==> src/dic_pkg.sv <==
// constants, indexes and types of the digital input conditioning block
// assumes one system clock and an object-dictionary style register port
// Summary of operation
// - mask bits 0..2 enable limit/home functions
// - mask bits 16..31 never affect inputs
// - invert bit 1 reports high level as 0
// - inversion skips step clock/direction inputs in step/direction mode
// - force enable replaces physical level by software
// - force value used only where enabled
// - range bit selects low or high threshold
// - routing enable chooses routed or direct state
// - capture encoder position on input 1 change
// - edge code: off, rise, fall, both
// - counter counts changes, cleared writing 1..3
package dic_pkg;

  // register indexes (subindex of the control object)
  localparam logic [7:0] IDX_HIGHEST   = 8'h00;
  localparam logic [7:0] IDX_SF_MASK   = 8'h01;
  localparam logic [7:0] IDX_INV_MASK  = 8'h02;
  localparam logic [7:0] IDX_OVR_EN    = 8'h03;
  localparam logic [7:0] IDX_OVR_LVL   = 8'h04;
  localparam logic [7:0] IDX_RAW       = 8'h05;
  localparam logic [7:0] IDX_RANGE     = 8'h06;
  localparam logic [7:0] IDX_DIFF      = 8'h07;
  localparam logic [7:0] IDX_ROUTE     = 8'h08;
  localparam logic [7:0] IDX_CAP_CTRL  = 8'h11;
  localparam logic [7:0] IDX_CAP_COUNT = 8'h12;
  localparam logic [7:0] IDX_CAP_VALUE = 8'h13;

  // values after reset
  localparam logic [7:0]  HIGHEST_RST = 8'h08;
  localparam logic [31:0] WORD_RST    = 32'h0;

  // special-function mask bits and the inputs they watch
  localparam int SF_NEG_BIT  = 0;
  localparam int SF_POS_BIT  = 1;
  localparam int SF_HOME_BIT = 2;
  localparam int NEG_INPUT   = 0;
  localparam int POS_INPUT   = 1;
  localparam int HOME_INPUT  = 2;

  // step-direction inputs exempt from inversion, capture input
  localparam int STEP_CLK_INPUT = 0;
  localparam int STEP_DIR_INPUT = 1;
  localparam int CAP_INPUT      = 0;

  // synchroniser flip-flops in the pin synchroniser, not counting its agreement filter register
  localparam int SYNC_STAGES = 3;

  typedef enum logic [1:0]
  {
    CAP_OFF  = 2'b00,
    CAP_RISE = 2'b01,
    CAP_FALL = 2'b10,
    CAP_BOTH = 2'b11
  } dic_cap_mode_type;

endpackage

==> src/dic_pin_sync.sv <==
// three-stage pin synchroniser with agreement filter
// assumes asynchronous pin levels, one clock
module dic_pin_sync
  import dic_pkg::*;
#(
  parameter int W = 16
)
(
  input  wire logic         i_clk,
  input  wire logic         i_nrst,
  input  wire logic [W-1:0] i_async,
  output logic      [W-1:0] o_level
);

  logic [W-1:0] s1_reg;
  logic [W-1:0] s2_reg;
  logic [W-1:0] s3_reg;
  logic [W-1:0] level_reg;

  always_ff @(posedge i_clk or negedge i_nrst)
  begin
    if (!i_nrst)
    begin
      s1_reg <= '0;
      s2_reg <= '0;
      s3_reg <= '0;
    end
    else
    begin
      s1_reg <= i_async;
      s2_reg <= s1_reg;
      s3_reg <= s2_reg;
    end
  end

  // a bit changes only once stages two and three agree
  always_ff @(posedge i_clk or negedge i_nrst)
  begin
    if (!i_nrst)
      level_reg <= '0;
    else
      level_reg <= (s2_reg & s3_reg) | (level_reg & (s2_reg | s3_reg));
  end

  assign o_level = level_reg;
endmodule

==> src/dic_top.sv <==
// digital input conditioning: force, invert, route, special functions,
// threshold and receiver selects, edge capture on input 1
// assumes asynchronous pin levels, a routed level vector from the
// routing stage, and an encoder position on the same clock
module dic_top
  import dic_pkg::*;
#(
  parameter int N_IN = 16
)
(
  input  wire logic [N_IN-1:0] i_pin_level,
  input  wire logic            i_clk,
  input  wire logic            i_nrst,
  input  wire logic            i_step_dir_mode,
  input  wire logic [N_IN-1:0] i_routed_level,
  input  wire logic [31:0]     i_enc_position,
  input  wire logic            i_reg_wr,
  input  wire logic [7:0]      i_reg_index,
  input  wire logic [31:0]     i_reg_wdata,
  output logic      [31:0]     o_reg_rdata,
  output logic      [N_IN-1:0] o_input_state,
  output logic                 o_neg_limit,
  output logic                 o_pos_limit,
  output logic                 o_home_switch,
  output logic      [N_IN-1:0] o_thresh_high,
  output logic                 o_diff_receive,
  output logic                 o_route_enable,
  output logic                 o_capture_pulse
);

  logic [31:0]      sf_mask_reg;
  logic [31:0]      inv_mask_reg;
  logic [31:0]      ovr_en_reg;
  logic [31:0]      ovr_lvl_reg;
  logic [31:0]      range_reg;
  logic [31:0]      diff_reg;
  logic [31:0]      route_reg;
  dic_cap_mode_type cap_mode_reg;
  logic [31:0]      cap_count_reg;
  logic [31:0]      cap_value_reg;
  logic             cap_prev_reg;
  logic             cap_pulse_reg;
  logic [N_IN-1:0]  cond_reg;
  logic [N_IN-1:0]  state_reg;
  logic             neg_reg;
  logic             pos_reg;
  logic             home_reg;
  logic [31:0]      rdata_reg;
  logic [31:0]      rdata_next;
  logic [N_IN-1:0]  phys_level;
  logic [N_IN-1:0]  forced_level;
  logic [N_IN-1:0]  inv_eff;
  logic [N_IN-1:0]  cond_next;
  logic             cap_rise;
  logic             cap_fall;
  logic             cap_hit;
  logic             cap_clear;
  logic             ctrl_valid;

  dic_pin_sync #(
    .W (N_IN)
  ) u_sync (
    .i_clk   (i_clk),
    .i_nrst  (i_nrst),
    .i_async (i_pin_level),
    .o_level (phys_level)
  );

  function automatic logic hit(input logic [7:0] idx);
    hit = i_reg_wr && (i_reg_index == idx);
  endfunction

  // configuration registers
  always_ff @(posedge i_clk or negedge i_nrst)
  begin
    if (!i_nrst)
    begin
      sf_mask_reg  <= WORD_RST;
      inv_mask_reg <= WORD_RST;
      ovr_en_reg   <= WORD_RST;
      ovr_lvl_reg  <= WORD_RST;
      range_reg    <= WORD_RST;
      diff_reg     <= WORD_RST;
      route_reg    <= WORD_RST;
    end
    else
    begin
      if (hit(IDX_SF_MASK))
        sf_mask_reg <= i_reg_wdata;
      if (hit(IDX_INV_MASK))
        inv_mask_reg <= i_reg_wdata;
      if (hit(IDX_OVR_EN))
        ovr_en_reg <= i_reg_wdata;
      if (hit(IDX_OVR_LVL))
        ovr_lvl_reg <= i_reg_wdata;
      if (hit(IDX_RANGE))
        range_reg <= i_reg_wdata;
      if (hit(IDX_DIFF))
        diff_reg <= i_reg_wdata;
      if (hit(IDX_ROUTE))
        route_reg <= i_reg_wdata;
    end
  end

  // conditioning path
  always_comb
  begin
    forced_level = (ovr_en_reg[N_IN-1:0] & ovr_lvl_reg[N_IN-1:0])
                 | (~ovr_en_reg[N_IN-1:0] & phys_level);
    inv_eff = inv_mask_reg[N_IN-1:0];
    if (i_step_dir_mode)
    begin
      inv_eff[STEP_CLK_INPUT] = 1'b0;
      inv_eff[STEP_DIR_INPUT] = 1'b0;
    end
    cond_next = forced_level ^ inv_eff;
  end

  always_ff @(posedge i_clk or negedge i_nrst)
  begin
    if (!i_nrst)
      cond_reg <= '0;
    else
      cond_reg <= cond_next;
  end

  always_ff @(posedge i_clk or negedge i_nrst)
  begin
    if (!i_nrst)
      state_reg <= '0;
    else if (route_reg[0])
      state_reg <= i_routed_level;
    else
      state_reg <= cond_reg;
  end

  always_ff @(posedge i_clk or negedge i_nrst)
  begin
    if (!i_nrst)
    begin
      neg_reg  <= 1'b0;
      pos_reg  <= 1'b0;
      home_reg <= 1'b0;
    end
    else
    begin
      neg_reg  <= sf_mask_reg[SF_NEG_BIT] & cond_reg[NEG_INPUT];
      pos_reg  <= sf_mask_reg[SF_POS_BIT] & cond_reg[POS_INPUT];
      home_reg <= sf_mask_reg[SF_HOME_BIT] & cond_reg[HOME_INPUT];
    end
  end

  // capture edge detection on input 1
  assign cap_rise   = cond_reg[CAP_INPUT] & ~cap_prev_reg;
  assign cap_fall   = ~cond_reg[CAP_INPUT] & cap_prev_reg;
  assign ctrl_valid = (i_reg_wdata[31:2] == 30'h0);
  assign cap_clear  = hit(IDX_CAP_CTRL) && ctrl_valid && (i_reg_wdata[1:0] != 2'h0);

  always_comb
  begin
    case (cap_mode_reg)
      CAP_OFF:  cap_hit = 1'b0;
      CAP_RISE: cap_hit = cap_rise;
      CAP_FALL: cap_hit = cap_fall;
      CAP_BOTH: cap_hit = cap_rise | cap_fall;
      default:  cap_hit = 1'b0;
    endcase
  end

  always_ff @(posedge i_clk or negedge i_nrst)
  begin
    if (!i_nrst)
    begin
      cap_mode_reg <= CAP_OFF;
      cap_prev_reg <= 1'b0;
    end
    else
    begin
      cap_prev_reg <= cond_reg[CAP_INPUT];
      if (hit(IDX_CAP_CTRL) && ctrl_valid)
        cap_mode_reg <= dic_cap_mode_type'(i_reg_wdata[1:0]);
    end
  end

  always_ff @(posedge i_clk or negedge i_nrst)
  begin
    if (!i_nrst)
      cap_count_reg <= WORD_RST;
    else if (cap_hit)
      cap_count_reg <= cap_clear ? 32'h1 : cap_count_reg + 32'h1;
    else if (cap_clear)
      cap_count_reg <= 32'h0;
    else if (hit(IDX_CAP_COUNT))
      cap_count_reg <= i_reg_wdata;
  end

  always_ff @(posedge i_clk or negedge i_nrst)
  begin
    if (!i_nrst)
    begin
      cap_value_reg <= WORD_RST;
      cap_pulse_reg <= 1'b0;
    end
    else
    begin
      cap_pulse_reg <= cap_hit;
      if (cap_hit)
        cap_value_reg <= i_enc_position;
      else if (hit(IDX_CAP_VALUE))
        cap_value_reg <= i_reg_wdata;
    end
  end

  // register read mux
  always_comb
  begin
    rdata_next = 32'h0;
    case (i_reg_index)
      IDX_HIGHEST:   rdata_next = {24'h0, HIGHEST_RST};
      IDX_SF_MASK:   rdata_next = sf_mask_reg;
      IDX_INV_MASK:  rdata_next = inv_mask_reg;
      IDX_OVR_EN:    rdata_next = ovr_en_reg;
      IDX_OVR_LVL:   rdata_next = ovr_lvl_reg;
      IDX_RAW:       rdata_next = 32'(phys_level);
      IDX_RANGE:     rdata_next = range_reg;
      IDX_DIFF:      rdata_next = diff_reg;
      IDX_ROUTE:     rdata_next = route_reg;
      IDX_CAP_CTRL:  rdata_next = {30'h0, cap_mode_reg};
      IDX_CAP_COUNT: rdata_next = cap_count_reg;
      IDX_CAP_VALUE: rdata_next = cap_value_reg;
      default:       rdata_next = 32'h0;
    endcase
  end

  always_ff @(posedge i_clk or negedge i_nrst)
  begin
    if (!i_nrst)
      rdata_reg <= WORD_RST;
    else
      rdata_reg <= rdata_next;
  end

  assign o_reg_rdata     = rdata_reg;
  assign o_input_state   = state_reg;
  assign o_neg_limit     = neg_reg;
  assign o_pos_limit     = pos_reg;
  assign o_home_switch   = home_reg;
  assign o_thresh_high   = range_reg[N_IN-1:0];
  assign o_diff_receive  = diff_reg[0];
  assign o_route_enable  = route_reg[0];
  assign o_capture_pulse = cap_pulse_reg;
endmodule

==> config.mk <==
export PLATFORM = sky130hd
export DESIGN_NAME = dic_top
export DESIGN_NICKNAME = d
export VERILOG_FILES = /design/src/dic_pkg.sv /design/src/dic_pin_sync.sv /design/src/dic_top.sv
export SDC_FILE = /design/constraint.sdc
export NUM_CORES = 1
export LEC_CHECK = 0
export BUFFER_PORTS_ARGS = -buffer_cell sky130_fd_sc_hd__buf_2
export CAP_MARGIN = 30
export CORE_ASPECT_RATIO = 0.7
export CORE_MARGIN = 2
export CORE_UTILIZATION = 57
export DETAILED_ROUTE_END_ITERATION = 10
export PLACE_DENSITY_LB_ADDON = 0.08
export SYNTH_ARGS = -nofsm -noshare
export SYNTH_HDL_FRONTEND = slang
export SYNTH_SLANG_ARGS = --single-unit
==> constraint.sdc <==
create_clock -name i_clk -period 6.8 [get_ports i_clk]
set_input_delay 0.68 -clock i_clk [delete_from_list [all_inputs] [get_ports i_clk]]
set_output_delay 0.68 -clock i_clk [all_outputs]
set_load 0.01 [all_outputs]
* Word level (Yosys, flattened, before mapping)
Cells that the tools add are included.
** Word-level totals
- Bits in registers :: 423
- Input bits :: 108
- Output and inout port bits :: 70
- Logic and storage cells :: 82
** Operators by class
- Add/sub/neg operators :: 1
- Eq/ne operators :: 14
- Muxes and demuxes :: 10
- Bitwise logic cells :: 17
- Reductions and logical operators :: 18
** Operators by type and width (count)
- one-hot mux 32 bit (12 select lines) :: 1
- two-way mux 32 bit :: 6
- AND 16 bit :: 4
- OR 16 bit :: 3
- adder 32 x 1 -> 32 bit, second input constant :: 1
- equality test 8 x 3 -> 1 bit, second input constant :: 4
- logical NOT 30 bit :: 1
- equality test 8 x 5 -> 1 bit, second input constant :: 3
- equality test 8 x 2 -> 1 bit, second input constant :: 2
- two-way mux 16 bit :: 1
- inverter 16 bit :: 1
- bitwise XOR 16 bit :: 1
- logical AND 1 bit :: 12
- equality test 8 x 1 -> 1 bit, second input constant :: 1
- equality test 8 x 4 -> 1 bit, second input constant :: 1
- logical NOT 8 bit :: 1
- AND 1 bit :: 5
- equality test 2 bit, second input constant :: 2
- one-hot mux 1 bit (4 select lines) :: 1
- nonzero test 2 bit :: 2
- nonzero test 3 bit :: 1
- equality test 2 x 1 -> 1 bit, second input constant :: 1
- logical NOT 2 bit :: 1
- two-way mux 2 bit :: 1
- 2 further kinds :: 3

* Logic depth before layout (Yosys ltp)
- Depth after elaboration :: 6
- Gate-level depth with buffers :: 11
- Mapped depth without buffers :: 8

* Modules after synthesis
From an unflattened synthesis, not the netlist that was laid out.
** Second synthesis, totals
- Cells, all modules :: 1485
- Area, all modules :: 18595.3 um^2
** Modules (own cells, without submodules)
- dic_top :: times used 1, cells each 1405, area an instance 16813.6 um^2, seq. area each 8983.6 um^2
- dic_pin_sync :: times used 1, cells each 80, area an instance 1781.7 um^2, seq. area each 1601.5 um^2

* Worst setup path before layout
No wires, ideal clock.
- Kind :: input to register
- From :: input port i_reg_index[5]
- To :: register diff_reg[14]
- Setup time :: 125 ps
- Arrival time :: 2484 ps
- Data required time :: 6675 ps
- Setup slack :: 4191 ps
- Stages on the path :: 6
- Path buffers :: 2
- Cell sequence :: or4_1 > buf_2 > or2_2 > nor3_4 > buf_6 > mux2_2
** On the way
- Cells in the longest elaborated chain, start to end :: 2
** Ends and longest elaborated chain
- start, declared :: RTL line dic_top.sv:18 : input wire logic [7:0] i_reg_index,
- equality test 8 x 3 -> 1 bit :: RTL line dic_top.sv:70 : hit = i_reg_wr && (i_reg_index == idx);
- logical AND 1 bit :: RTL line dic_top.sv:70
- end signal, assigned :: RTL line dic_top.sv:99 : diff_reg <= i_reg_wdata;
- end, declared :: RTL line dic_top.sv:36 : logic [31:0] diff_reg;
No other way between the ends.
A chain may end at the register's enable or synchronous reset.

* Final worst setup path
- From :: register cond_reg[0]
- To :: register cap_value_reg[22]
** On the way
- Cells in the longest elaborated chain, start to end :: 5
- Elaborated cells on any way between the ends :: 7
- Those cells by class :: mux: 2; bitwise: 4; reduce/logical: 1
** Ends and longest elaborated chain
- start, declared :: RTL line dic_top.sv:43 : logic [N_IN-1:0] cond_reg;
- start signal, assigned :: RTL line dic_top.sv:124 : cond_reg <= cond_next;
- inverter 1 bit :: RTL line dic_top.sv:155 : assign cap_fall = ~cond_reg[CAP_INPUT] & cap_prev_reg;
- AND 1 bit :: RTL line dic_top.sv:155
- OR 1 bit :: RTL line dic_top.sv:165 : CAP_BOTH: cap_hit = cap_rise | cap_fall;
- one-hot mux 1 bit (4 select lines) * :: RTL line dic_top.sv:161 : case (cap_mode_reg)
- two-way mux 32 bit / nonzero test 2 bit (equally long branches)
- end signal, assigned :: RTL line dic_top.sv:208 : cap_value_reg <= i_enc_position;
- end signal, assigned :: RTL line dic_top.sv:210 : cap_value_reg <= i_reg_wdata;
- end, declared :: RTL line dic_top.sv:40 : logic [31:0] cap_value_reg;
Every way passes the cells marked *; elsewhere a longest branch is shown, timed or not.

==> flow_summary.ini <==
[setup_path]
r2r-start = cond_reg[0]
required_ns = 7.19
cp-start-kind = flop
end_kind = flop
cpPeakStageDelay_ns = 0.73
path_class = flop to flop
crit_chain = ha_1, and2_1, o31a_2, buf_4, clkinv_1, buf_4, a21oi_4, buf_4, o21ai_0
cp.arrival_ns = 4.40
cp_max_fo = 62
ff2ff_setup_slack_ns = 2.79
crit_path_start = cond_reg[0]
worst_path_max_delay_cell = buf_4
cpMostUsedCell = buf_4

[clocking]
cts_htree_levels = 2
cts_sinks = 423
clk_pin_slew_ns = 0.06
cts_buffers = 40
cts_root_buffer = clkbuf_16
tritoncts = yes
clkLatencyLatePin_ns = 0.54
hold_buffers = 0
post_cts_buffers = 0
postCtsResizedCells = 0
clockBufferDepth = 3

[synthesis]
syn_nets = 1604
ys_seq_elements = 423
synthCells = 1493
synthDistinctLibCells = 66
ys_warn_count = 0
syn_avg_cell_area_um2 = 12.5
ys_seq_area_share_pct = 56.8
syn-cell-area_um2 = 18600
synth_edf_count = 0
async_reset_ff_share_pct = 100
synth_ff_type = dfrtp_1

[place]
hpwl_um = 32800
port_buffers = 177
dp_worst_setup_slack_ns = 2.77
gp_congestion = 0.885

[routing]
ant_nets = 0
drc = 0
totalWireLength_um = 52100
viasPerCell = 6.40
vias = 13200
detail_route.iter0.violations = 1351
dr.pass1.iters = 6
wl_per_cell_um = 25.3

[min_path]
hold_path_class = input port to asynchronous set/reset pin

[sta]
rsz0062_at_grt = false
finalWorstSetupSlack_ns = 2.79
timing.final.hold_violations = 0
maxSlewViolCount = 0
max_freq_mhz = 249
min_period_over_period_pct = 59.0
tightest_slew_ns = 1.05
finalSetupTns_ns = 0
min_period_ns = 4.01
skew_ns = 0.0242
slew_headroom_pct = 30.1
setup_viol_count_final = 0

[floorplanning]
die_w_um = 220
die_h_um = 155
core-area_um2 = 32300
num_io_pins = 178
start_util_pct = 57.8
rows = 55
die-area_um2 = 34200

[layout]
antenna_cells = 0
drive_gt1_share_pct = 33.1
fillers = 2522
seq_area_um2 = 10600
syn2layout_area_growth_pct = 12.7
multi_input_area_um2 = 7370
final_nets = 1716

[power]
ir_worst_vdd_mv = 0.211
p_per_area_nw_per_um2 = 268
power_leakage_uw = 0.0101

[global_route]
grt_pass1_vias = 13100
grt_usage_pct = 31.1
grt_start_max_net_pins = 136
globalRouteOverflowTotal = 0
grt_first_pass_wirelength_um = 79800
antenna_found_initial = 0

[job]
drv_cap = 0

[run_status]
status = completed
-- metal layers --
| metal | up-vias | global-route usage, % | part of all wire, % |
|---|---|---|---|
| met1 | 6774 | 47.7 | 45 |
| met3 | 96 | 6.90 | 9.1 |
| li1 | 5698 | - | - |
| met5 | - | 0.580 | 0.060 |
| met4 | 2 | 8.25 | 2.7 |
| met2 | 622 | 44.6 | 43 |
-- cell usage in the layout (no fill, tap or decap), drive strengths merged, types with 4 or more instances in the layout --
| cell type | count |
|---|---|
| a211oi | 4 |
| a21o | 9 |
| a21oi | 41 |
| a221o | 6 |
| a221oi | 20 |
| a222oi | 18 |
| a22o | 14 |
| a22oi | 59 |
| a31oi | 11 |
| a32oi | 6 |
| and2 | 17 |
| and3 | 14 |
| and4 | 7 |
| buf | 210 |
| clkbuf | 60 |
| clkinv | 9 |
| dfrtp | 423 |
| inv | 12 |
| maj3 | 16 |
| mux2 | 251 |
| mux2i | 52 |
| nand2 | 84 |
| nand2b | 7 |
| nand3 | 34 |
| nand4 | 11 |
| nor2 | 39 |
| nor2b | 4 |
| nor3 | 23 |
| nor3b | 11 |
| nor4 | 13 |
| o211ai | 8 |
| o21ai | 71 |
| o22ai | 7 |
| or2 | 5 |
| or3 | 4 |
| or4 | 6 |
| xnor2 | 16 |
-- layout make-up --
class	count	area share (%)
sequential	423	50.4
multi-input combinational	917	35.1
clock buffer	60	5.74
timing repair buffer	210	5.63
tap	427	2.54
clock inverter	11	0.405
inverter	13	0.232
-- kinds of logic (layout without fill, tap and decap cells) --
family                     count (synthesis)  count (layout)  share of synthesized area, %
buffers and inverters                    153             294                          3.90
DFF                                      423             423                          56.8
adders and majority gates                 19              19                          1.06
AOI/OAI and AO/OA                        293             293                          11.0
xor gates and xnor gates                  16              16                         0.752
and+or+nand+nor                          284             284                          8.29
muxes                                    305             305                          18.2
-- synthesized netlist by cell type, drive strengths merged (8+ instances only) --
cell type	number	share of area, %
a21oi	41	1.1
nand4	11	0.37
nor4	13	0.68
a21o	9	0.36
o211ai	8	0.32
o21ai	71	1.9
mux2	251	15
dfrtp	423	57
and3	14	0.47
a31oi	11	0.37
a222oi	18	0.97
a22o	14	0.66
maj3	16	0.86
nor3b	11	0.44
mux2i	52	2.8
nand2	84	1.7
nand3	34	0.91
nor2	39	0.79
and2	17	0.57
a22oi	59	2.4
a221oi	20	0.94
clkbuf	73	1.5
xnor2	16	0.75
nor3	23	0.88
inv	12	0.24
buf	67	2.2
-- worst paths after layout --
path | endpoint | cells after the start
min in group i_clk | u_sync.s1_reg[7] | 1
worst max-delay path | cap_value_reg[22] | 9
worst min-delay path | cond_reg[9] | 1
worst max register to register | cap_value_reg[22] | 9
worst min register to register | u_sync.s2_reg[8] | 0
max in group asynchronous | cap_count_reg[12] | 2
-- critical path: cells and delay by family (launching register included) --
family,cells,cell delay [ns]
flops,1,0.40
fa+ha+maj,1,0.27
buf+inv,4,2.17
simple gates,1,0.11
compound gates,3,0.87
-- where the power goes --
| part | internal [uW] | switching [uW] |
|---|---|---|
| Clock | 1270 | 955 |
| Sequential | 2710 | 161 |
| Combinational | 221 | 306 |
| Total | 4200 | 1420 |
-- per-stage QoR --
step	cell area, um2	power [uW]	utilization (%)	hold WS (ns)	std cells
finish	21000	5620	65.1	0.171	2061
global route	21000	5840	65.1	0.228	2061
CTS	21000	5650	65.1	0.203	2061
detailed placement	19700	3440	61.1	0.337	1990
global placement	19700	3420	61.0	0.333	1987
floorplan	18600	3190	-	0.331	1493
(Power assumes the default switching activity.)
